$ cat config.mk
export PLATFORM = sky130hd
export DESIGN_NAME = per_channel_idle_code_insert
export DESIGN_NICKNAME = d
export VERILOG_FILES = /design/src/hw/per_channel_idle_code_insert.v
export VERILOG_INCLUDE_DIRS = /design/src /design/src/hw
export SDC_FILE = /design/constraint.sdc
export NUM_CORES = 2
export LEC_CHECK = 0
export CAP_MARGIN = 5
export CORE_MARGIN = 2
export CORE_UTILIZATION = 38
export DETAILED_ROUTE_END_ITERATION = 16
export DONT_BUFFER_PORTS = 1
export GPL_TIMING_DRIVEN = 0
export PLACE_DENSITY_LB_ADDON = 0.05
export SLEW_MARGIN = 40
export SYNTH_ARGS = -nofsm -noshare
export SYNTH_HDL_FRONTEND = slang
export SYNTH_SLANG_ARGS = --single-unit
$ cat constraint.sdc
create_clock -name clk -period 10.63 [get_ports clk]
set_clock_uncertainty 0.05 [all_clocks]
set_input_delay 1.063 -clock clk [delete_from_list [all_inputs] [get_ports clk]]
set_output_delay 1.063 -clock clk [all_outputs]
set_load 0.05 [all_outputs]
$ cat src/hw/idle_code_map.vh
`ifndef IDLE_CODE_MAP_VH
`define IDLE_CODE_MAP_VH

// ==========================================================
// register indices (byte address is four times the index)
`define IDX_LINE_CONTROL          8'h79
`define IDX_TERMINATION_CONTROL   8'h7b
`define IDX_IDLE_ARRAY_POINTER    8'h7e
`define IDX_IDLE_CODE_VALUE       8'h7f
`define IDX_TX_IDLE_ENABLE_CH1_8  8'h80
`define IDX_TX_IDLE_ENABLE_CH9_16 8'h81
`define IDX_TX_IDLE_ENABLE_CH17_24 8'h82
`define IDX_TX_IDLE_ENABLE_CH25_32 8'h83
`define IDX_RX_IDLE_ENABLE_CH1_8  8'h84
`define IDX_RX_IDLE_ENABLE_CH9_16 8'h85
`define IDX_RX_IDLE_ENABLE_CH17_24 8'h86

// ==========================================================
// field positions
`define POS_GLOBAL_RX_FILL_FLAG   7
`define POS_GLOBAL_TX_FILL_FLAG   6
`define POS_LINE_STANDARD_SELECT  7
`define POS_TX_TERMINATION_LO     2
`define POS_RX_TERMINATION_LO     0

// ==========================================================
// reset values and channel counts
`define RST_REG8                  8'h00
`define CHANNELS_T1               6'h18
`define CHANNELS_E1               6'h20

// ==========================================================
// termination select encodings
`define TERM_OFF                  2'h0
`define TERM_75                   2'h1
`define TERM_100                  2'h2
`define TERM_120                  2'h3

`endif

$ cat src/hw/per_channel_idle_code_insert.v
// Behaviour
// RULE_01: global flags choose single, tx, rx, all
// RULE_02: global rx flag fills every rx entry
// RULE_03: software clears global flags before reading
// RULE_04: software keeps pointer a valid channel
// RULE_05: six-bit pointer, channel one is one
// RULE_06: flags clear update only addressed channel
// RULE_07: code register holds eight-bit code
// RULE_08: tx enabled channel gets stored code
// RULE_09: rx enabled channel gets stored code
// RULE_10: enables eight per register, ascending
// RULE_11: tx termination field decodes four settings
// RULE_12: rx termination field decodes four settings
// RULE_13: line standard bit: zero T1, one E1
// RULE_14: code write commits into selected entries
// RULE_15: single update writes tx and rx
`timescale 1ns/1ps
`include "idle_code_map.vh"

// ==========================================================
// stream fifo
module stream_fifo #(
	parameter WIDTH = 14,
	parameter DEPTH = 16,
	parameter AW    = 4
) (
	// clock and reset
	input  wire             clk,
	input  wire             rst_b,
	// fill side
	input  wire             in_valid,
	output wire             in_ready,
	input  wire [WIDTH-1:0] in_data,
	// drain side
	output wire             out_valid,
	input  wire             out_ready,
	output wire [WIDTH-1:0] out_data
);
	reg  [WIDTH-1:0] mem [0:DEPTH-1];
	reg  [AW-1:0]    wr_ptr;
	reg  [AW-1:0]    rd_ptr;
	reg  [AW:0]      count;
	wire             push;
	wire             pop;

	// handshake terms
	assign in_ready  = (count != DEPTH[AW:0]);
	assign out_valid = (count != {(AW+1){1'b0}});
	assign push      = in_valid & in_ready;
	assign pop       = out_valid & out_ready;
	assign out_data  = mem[rd_ptr];

	// pointers and fill count
	always @(posedge clk or negedge rst_b) begin
		if (!rst_b) begin
			wr_ptr <= {AW{1'b0}};
			rd_ptr <= {AW{1'b0}};
			count  <= {(AW+1){1'b0}};
		end else begin
			// wrap compare also suits depths that are not powers of two
			if (push)
				wr_ptr <= (wr_ptr == DEPTH[AW-1:0] - 1'b1) ? {AW{1'b0}} : wr_ptr + 1'b1;
			if (pop)
				rd_ptr <= (rd_ptr == DEPTH[AW-1:0] - 1'b1) ? {AW{1'b0}} : rd_ptr + 1'b1;
			if (push && !pop)
				count <= count + 1'b1;
			else if (pop && !push)
				count <= count - 1'b1;
		end
	end

	// storage, no reset needed on data
	always @(posedge clk) begin
		if (push)
			mem[wr_ptr] <= in_data;
	end
endmodule // stream_fifo

// ==========================================================
// idle code substitution top
module per_channel_idle_code_insert #(
	parameter FIFO_DEPTH = 16,
	parameter FIFO_AW    = 4
) (
	// clock and reset
	input  wire        clk,
	input  wire        rst_b,
	// apb slave
	input  wire        psel,
	input  wire        penable,
	input  wire        pwrite,
	input  wire [11:0] paddr,
	input  wire [31:0] pwdata,
	output wire        pready,
	output wire        pslverr,
	output reg  [31:0] prdata,
	// transmit stream in
	input  wire        tx_in_valid,
	output wire        tx_in_ready,
	input  wire [7:0]  tx_in_data,
	input  wire [5:0]  tx_in_channel,
	// transmit stream out
	output wire        tx_out_valid,
	input  wire        tx_out_ready,
	output wire [7:0]  tx_out_data,
	output wire [5:0]  tx_out_channel,
	// receive stream in
	input  wire        rx_in_valid,
	output wire        rx_in_ready,
	input  wire [7:0]  rx_in_data,
	input  wire [5:0]  rx_in_channel,
	// receive stream out
	output wire        rx_out_valid,
	input  wire        rx_out_ready,
	output wire [7:0]  rx_out_data,
	output wire [5:0]  rx_out_channel,
	// line configuration
	output reg         line_standard_select,
	output reg  [2:0]  tx_termination_onehot,
	output reg  [2:0]  rx_termination_onehot
);
	reg  [7:0]  idle_array_pointer;
	reg  [7:0]  idle_code_value;
	reg  [31:0] tx_enable;
	reg  [23:0] rx_enable;
	reg  [3:0]  termination_control;
	reg  [7:0]  tx_code [0:31];
	reg  [7:0]  rx_code [0:31];
	wire [9:0]  reg_index;
	wire        addr_aligned;
	wire        mapped;
	wire        wr_en;
	wire        setup;
	wire        code_write;
	wire        global_rx_fill_flag;
	wire        global_tx_fill_flag;
	wire [5:0]  channel_pointer;
	wire        pointer_ok;
	wire [4:0]  pointer_idx;
	wire [4:0]  tx_idx;
	wire [4:0]  rx_idx;
	wire        tx_hit;
	wire        rx_hit;
	wire [31:0] rx_enable_full;
	wire [31:0] single_hit;
	integer     ei;
	wire [7:0]  tx_sub_data;
	wire [7:0]  rx_sub_data;
	reg  [7:0]  next_rdata;

	// channel number inside the count for the line standard
	// channel zero never valid, the count caps the top
	function chan_ok;
		input [5:0] ch;
		input       e1;
		begin
			chan_ok = (ch != 6'h00) && (ch <= (e1 ? `CHANNELS_E1 : `CHANNELS_T1));
		end
	endfunction

	// termination field to one-hot 75/100/120 enables
	function [2:0] term_decode;
		input [1:0] sel;
		begin
			case (sel)
				`TERM_75:  term_decode = 3'h1;
				`TERM_100: term_decode = 3'h2;
				`TERM_120: term_decode = 3'h4;
				default:   term_decode = 3'h0;
			endcase
		end
	endfunction

	// ======================================================
	// apb decode
	assign reg_index    = paddr[11:2];
	assign addr_aligned = (paddr[1:0] == 2'h0);
	assign mapped = addr_aligned && (
		(reg_index == {2'h0, `IDX_LINE_CONTROL}) ||
		(reg_index == {2'h0, `IDX_TERMINATION_CONTROL}) ||
		(reg_index == {2'h0, `IDX_IDLE_ARRAY_POINTER}) ||
		(reg_index == {2'h0, `IDX_IDLE_CODE_VALUE}) ||
		((reg_index >= {2'h0, `IDX_TX_IDLE_ENABLE_CH1_8}) &&
		 (reg_index <= {2'h0, `IDX_RX_IDLE_ENABLE_CH17_24})));
	// no wait states, access phase always one cycle
	assign pready  = 1'b1;                     // zero wait states
	assign pslverr = psel & penable & ~mapped;
	assign wr_en   = psel & penable & pwrite & mapped;
	assign setup   = psel & ~penable;

	// pointer fields
	assign global_rx_fill_flag = idle_array_pointer[`POS_GLOBAL_RX_FILL_FLAG];
	assign global_tx_fill_flag = idle_array_pointer[`POS_GLOBAL_TX_FILL_FLAG];
	// RULE_05: six-bit pointer
	assign channel_pointer = idle_array_pointer[5:0];
	assign pointer_idx     = channel_pointer[4:0] - 5'h01;
	// RULE_13: valid count follows standard
	assign pointer_ok      = chan_ok(channel_pointer, line_standard_select);
	assign code_write      = wr_en && (reg_index == {2'h0, `IDX_IDLE_CODE_VALUE});

	// ======================================================
	// configuration registers
	always @(posedge clk or negedge rst_b) begin
		if (!rst_b) begin
			idle_array_pointer   <= `RST_REG8;
			idle_code_value      <= `RST_REG8;
			tx_enable            <= 32'h00000000;
			rx_enable            <= 24'h000000;
			termination_control  <= 4'h0;
			line_standard_select <= 1'b0;
		end else if (wr_en) begin
			if (reg_index == {2'h0, `IDX_LINE_CONTROL})
				line_standard_select <= pwdata[`POS_LINE_STANDARD_SELECT];
			else if (reg_index == {2'h0, `IDX_TERMINATION_CONTROL})
				termination_control <= pwdata[3:0];
			else if (reg_index == {2'h0, `IDX_IDLE_ARRAY_POINTER})
				idle_array_pointer <= pwdata[7:0];
			// RULE_07: eight-bit code held
			else if (reg_index == {2'h0, `IDX_IDLE_CODE_VALUE})
				idle_code_value <= pwdata[7:0];
			// RULE_10: bit zero lowest channel
			else if (reg_index == {2'h0, `IDX_TX_IDLE_ENABLE_CH1_8})
				tx_enable[7:0] <= pwdata[7:0];
			else if (reg_index == {2'h0, `IDX_TX_IDLE_ENABLE_CH9_16})
				tx_enable[15:8] <= pwdata[7:0];
			else if (reg_index == {2'h0, `IDX_TX_IDLE_ENABLE_CH17_24})
				tx_enable[23:16] <= pwdata[7:0];
			else if (reg_index == {2'h0, `IDX_TX_IDLE_ENABLE_CH25_32})
				tx_enable[31:24] <= pwdata[7:0];
			else if (reg_index == {2'h0, `IDX_RX_IDLE_ENABLE_CH1_8})
				rx_enable[7:0] <= pwdata[7:0];
			else if (reg_index == {2'h0, `IDX_RX_IDLE_ENABLE_CH9_16})
				rx_enable[15:8] <= pwdata[7:0];
			else if (reg_index == {2'h0, `IDX_RX_IDLE_ENABLE_CH17_24})
				rx_enable[23:16] <= pwdata[7:0];
		end
	end

	// termination decode registers
	// one register stage behind the field
	always @(posedge clk or negedge rst_b) begin
		if (!rst_b) begin
			tx_termination_onehot <= 3'h0;
			rx_termination_onehot <= 3'h0;
		end else begin
			// RULE_11: tx termination decode
			tx_termination_onehot <= term_decode(termination_control[`POS_TX_TERMINATION_LO +: 2]);
			// RULE_12: rx termination decode
			rx_termination_onehot <= term_decode(termination_control[`POS_RX_TERMINATION_LO +: 2]);
		end
	end

	// ======================================================
	// idle code arrays, one entry per channel
	genvar gi;
	generate
		for (gi = 0; gi < 32; gi = gi + 1) begin : g_entry
			localparam [4:0] ENTRY = gi;
			// RULE_06: single addressed channel
			assign single_hit[gi] = pointer_ok && (pointer_idx == ENTRY);
		end
	endgenerate

	// array write; one process drives every entry so the
	// storage keeps a single driver
	always @(posedge clk or negedge rst_b) begin
		if (!rst_b) begin
			for (ei = 0; ei < 32; ei = ei + 1) begin
				tx_code[ei] <= `RST_REG8;
				rx_code[ei] <= `RST_REG8;
			end
		end else if (code_write) begin
			for (ei = 0; ei < 32; ei = ei + 1) begin
				// RULE_14: commit on code write
				// RULE_01: flags pick the target
				if (global_tx_fill_flag)
					tx_code[ei] <= pwdata[7:0];
				// RULE_02: global rx fill
				if (global_rx_fill_flag)
					rx_code[ei] <= pwdata[7:0];
				// RULE_15: both sides updated
				if (!global_tx_fill_flag && !global_rx_fill_flag && single_hit[ei]) begin
					tx_code[ei] <= pwdata[7:0];
					rx_code[ei] <= pwdata[7:0];
				end
			end
		end
	end

	// ======================================================
	// read data, captured in setup phase
	always @* begin
		next_rdata = 8'h00;
		if (reg_index == {2'h0, `IDX_LINE_CONTROL})
			next_rdata = {line_standard_select, 7'h00};
		else if (reg_index == {2'h0, `IDX_TERMINATION_CONTROL})
			next_rdata = {4'h0, termination_control};
		else if (reg_index == {2'h0, `IDX_IDLE_ARRAY_POINTER})
			next_rdata = idle_array_pointer;
		// RULE_03: array read assumes flags clear
		else if (reg_index == {2'h0, `IDX_IDLE_CODE_VALUE})
			next_rdata = pointer_ok ? tx_code[pointer_idx] : idle_code_value;
		else if (reg_index == {2'h0, `IDX_TX_IDLE_ENABLE_CH1_8})
			next_rdata = tx_enable[7:0];
		else if (reg_index == {2'h0, `IDX_TX_IDLE_ENABLE_CH9_16})
			next_rdata = tx_enable[15:8];
		else if (reg_index == {2'h0, `IDX_TX_IDLE_ENABLE_CH17_24})
			next_rdata = tx_enable[23:16];
		else if (reg_index == {2'h0, `IDX_TX_IDLE_ENABLE_CH25_32})
			next_rdata = tx_enable[31:24];
		else if (reg_index == {2'h0, `IDX_RX_IDLE_ENABLE_CH1_8})
			next_rdata = rx_enable[7:0];
		else if (reg_index == {2'h0, `IDX_RX_IDLE_ENABLE_CH9_16})
			next_rdata = rx_enable[15:8];
		else if (reg_index == {2'h0, `IDX_RX_IDLE_ENABLE_CH17_24})
			next_rdata = rx_enable[23:16];
	end

	// read data register
	// loaded in setup so it stands through the access phase
	always @(posedge clk or negedge rst_b) begin
		if (!rst_b)
			prdata <= 32'h00000000;
		else if (setup)
			prdata <= (mapped && !pwrite) ? {24'h000000, next_rdata} : 32'h00000000;
	end

	// ======================================================
	// timeslot substitution
	assign tx_idx         = tx_in_channel[4:0] - 5'h01;
	assign rx_idx         = rx_in_channel[4:0] - 5'h01;
	// no rx enables above channel 24, those bits stay zero
	assign rx_enable_full = {8'h00, rx_enable};
	// out of range channels pass unchanged
	// RULE_08: tx enabled slot replaced
	assign tx_hit      = chan_ok(tx_in_channel, line_standard_select) && tx_enable[tx_idx];
	assign tx_sub_data = tx_hit ? tx_code[tx_idx] : tx_in_data;
	// RULE_09: rx enabled slot replaced
	assign rx_hit      = chan_ok(rx_in_channel, line_standard_select) && rx_enable_full[rx_idx];
	assign rx_sub_data = rx_hit ? rx_code[rx_idx] : rx_in_data;

	// transmit buffering
	stream_fifo #(
		.WIDTH (14),
		.DEPTH (FIFO_DEPTH),
		.AW    (FIFO_AW)
	) u_tx_fifo (
		.clk       (clk),
		.rst_b     (rst_b),
		.in_valid  (tx_in_valid),
		.in_ready  (tx_in_ready),
		.in_data   ({tx_in_channel, tx_sub_data}),
		.out_valid (tx_out_valid),
		.out_ready (tx_out_ready),
		.out_data  ({tx_out_channel, tx_out_data})
	);

	// receive buffering
	stream_fifo #(
		.WIDTH (14),
		.DEPTH (FIFO_DEPTH),
		.AW    (FIFO_AW)
	) u_rx_fifo (
		.clk       (clk),
		.rst_b     (rst_b),
		.in_valid  (rx_in_valid),
		.in_ready  (rx_in_ready),
		.in_data   ({rx_in_channel, rx_sub_data}),
		.out_valid (rx_out_valid),
		.out_ready (rx_out_ready),
		.out_data  ({rx_out_channel, rx_out_data})
	);
endmodule // per_channel_idle_code_insert

==> impl_metrics.ini <==
[sta]
finalCritPeriodShare_pct = 57.1
fin_setup_tns_ns = 0
fin_ws_ns = 4.56
relSlewSlack_pct = 42.3
tightest_slew_ns = 0.858
fmax_ghz = 0.165
hold_viol = 0
slew_violations = 0
period_needed_ns = 6.07
rsz0062_at_grt = false
setup_viol = 0

[synthesis]
avgSynthCellArea_um2 = 16.5
synth_ff_type = dfrtp_1
synth_top_area_share_pct = 31.1
synth_most_common_cell = dfrtp_1
synth_edf_count = 448
yosys.area.top_type = dfrtp_1
synth_area_leaders = dfrtp_1 31%, edfxtp_1 27%, mux4_2 15%
yosys-top-cells-count = 629 x dfrtp_1, 604 x mux2_2, 448 x edfxtp_1, 336 x mux4_2, 140 x clkbuf_1
ys_async_sr_fraction_pct = 58.4
synth-seq-cells = 1077
yosys_warnings = 0
netlist_instances = 3061
netlist_area_um2 = 50600
ys_types = 74
yosysSeqAreaShare_pct = 57.7

[place]
dp_cells = 4885
post-place-ws_ns = 3.84
routabilityCongestion = 0.821
dp_hpwl_um = 106000
dpl_cell_area_um2 = 53800
portBuffers = 0

[final_layout]
area_growth_pct = 14.6
fill_cells = 11697
post-route-cell-area_um2 = 58000
drive_above_1_share_pct = 43.5
layout.cells.non_filler = 5119
final_nets = 3370

[power]
power_density_nw_per_um2 = 195
p_leak_nw = 23.6
vdd_drop_max_mv = 0.151

[critical_path]
crit_required_ns = 11.13
path_max_fanout = 10
path_cells = buf_2 -> buf_2 -> buf_2 -> buf_2 -> inv_1 -> ha_1 -> clkbuf_2 -> buf_1 -> clkbuf_2 -> mux4_2 -> o22ai_1 -> nor3_1 -> nor3_1 -> o21ai_0
crit_top_cell = buf_2
startpoint_type = register
cp-end-kind = register
max_stage_delay_ns = 0.67
crit_arrival_ns = 6.57
crit_slowest_cell = buf_1
crit_type = register to register

[clocking]
cts_buffers = 120
clk-insertion-delay-late_ns = 0.74
clock-sinks = 1077
htree_num_levels = 3
cts-resized-gates = 0
cts_tree = built
root_buffer = clkbuf_16
cts_buffer_depth = 3
clk_pin_slew_ns = 0.06

[routing]
routedWlPerCell_um = 29.3
top_layer = met4
drt_iter0_markers = 2130
wl_met2_um = 73900
routed_wirelength_um = 150000
first_pass_iters = 5
drc = 0
met1_length_um = 65300
vias = 28972
met3WireLength_um = 6800
viasPerCell = 5.66
drt.antenna.violating_nets = 0

[job]
max_cap_violations = 0

[grt]
grt_overflow = 0
track_usage_pct = 22.2
grt_pass1_vias = 31000
grt_pass1_wl_um = 220000
antenna_found_initial = 3
grt_max_degree = 136

[floorplan]
initial_utilization_pct = 38.4
fp.dieH_um = 369
num_rows = 133
die_area_um2 = 136000
core-area_um2 = 132000
die_w_um = 369
io_pins = 154

[run_status]
outcome = finished clean

[hold_path]
worst_hold_path_type = input port to async pin
timing repair:
action | 4_1_cts | 5_1_grt
hold endpoints to repair | 30 | 0
hold buffers | 1 | 0
endpoints found under the setup margin | 0 | 0
buffers inserted | 0 | 0
stage by stage:
stage               total power, W  hold WS, ns  util (%)
CTS                         0.0115       0.0559      44.0
global route                0.0118       0.0729      44.0
global placement           0.00702        0.422      40.1
finish                      0.0113        0.111      44.0
detailed placement         0.00720        0.425      40.9
floorplan                  0.00640        0.396         -
worst max-delay path: cells and delay by family (launching register included):
family	cells	cell delay, ns
AOI/OAI and AO/OA	2	0.42
muxes	1	0.46
and+or+nand+nor	2	0.74
DFF	1	0.38
adders and majority gates	1	0.34
buffers and inverters	8	3.46
metal layers:
layer / vias up / track usage (%)
met5: - / 0
met1: 15763 / 30.0
met3: 211 / 3.81
li1: 12285 / -
met2: 713 / 37.0
met4: 0 / 5.82
sequential cells by signal (all words and copies together), names as in the netlist, 5 cells and up:
| signal | count |
|---|---|
| idle_array_pointer | 8 |
| idle_code_value | 8 |
| prdata | 8 |
| rx_code | 256 |
| rx_enable | 24 |
| tx_code | 256 |
| tx_enable | 32 |
| u_rx_fifo.count | 5 |
| u_rx_fifo.mem | 224 |
| u_tx_fifo.count | 5 |
| u_tx_fifo.mem | 224 |
layout make-up:
cell class                 count  area, um2  share of cell area [%]
tap                         1755       2200                    3.79
inverter                      23       86.3                   0.149
multi-input combinational   1746      20600                    35.6
timing repair buffer          47        619                    1.07
clock buffer                 158       3310                    5.70
sequential                  1077      29200                    50.4
clock inverter                71        753                    1.30
antenna                        4       10.0                  0.0173
buffer                       238       1160                    2.00
cell families (layout without fill, tap and decap cells):
group                    after synthesis  count (layout)  synth area share (%)
flip-flops                          1077            1077                  57.7
multiplexers                        1023            1023                  30.4
AND/OR/NAND/NOR                      343             343                  4.37
AO/OA/AOI/OAI                        297             297                  3.84
buffers and inverters                261             537                  2.34
adder cells (fa/ha/maj)               36              36                 0.920
XOR/XNOR                              22              22                 0.396
other                                  2              29                0.0148
cells in the final DEF (no fill, tap or decap), types with 11 or more instances in the layout:
cell type  count
dfrtp_1      628
mux2_2       604
edfxtp_1     448
mux4_2       336
clkbuf_1     131
clkbuf_16    120
a21oi_1       90
nand2_1       77
nor2_4        75
mux2i_1       61
o21ai_0       60
buf_2         51
buf_4         50
nor2_1        35
ha_1          34
clkbuf_2      32
o22ai_1       32
clkinv_2      28
nor3_1        27
conb_1        25
inv_1         23
a22oi_1       21
nor2b_1       17
nand3_1       16
and2_1        16
a21oi_2       16
mux2_4        16
clkbuf_8      16
buf_1         15
a221oi_1      15
a21oi_4       14
nand2b_1      13
clkinv_1      13
nor3_2        12
bufinv_16     12
xnor2_1       11
buf_8         11
report_power, final:
part	total, W	internal, W	switching [W]
Sequential	0.00462	0.00455	0.0000703
Clock	0.00425	0.00249	0.00177
Combinational	0.00245	0.000790	0.00166
Total	0.0113	0.00783	0.00350
worst paths after layout:
check | end | slack (ns) | cells past startpoint | from
hold reg to reg | u_rx_fifo.count[4] | 0.43 | 1 | u_rx_fifo.count[4]
min in group clk | u_rx_fifo.mem[0][11] | 0.37 | 0 | rx_in_channel[3]
setup reg to reg | prdata[7] | 4.56 | 14 | idle_array_pointer[0]
max in group asynchronous | tx_code[186] | 8.63 | 3 | rst_b
hold / removal | u_tx_fifo.rd_ptr[3] | 0.11 | 1 | rst_b
setup / recovery | prdata[7] | 4.56 | 14 | idle_array_pointer[0]
(Power assumes the default switching activity.)
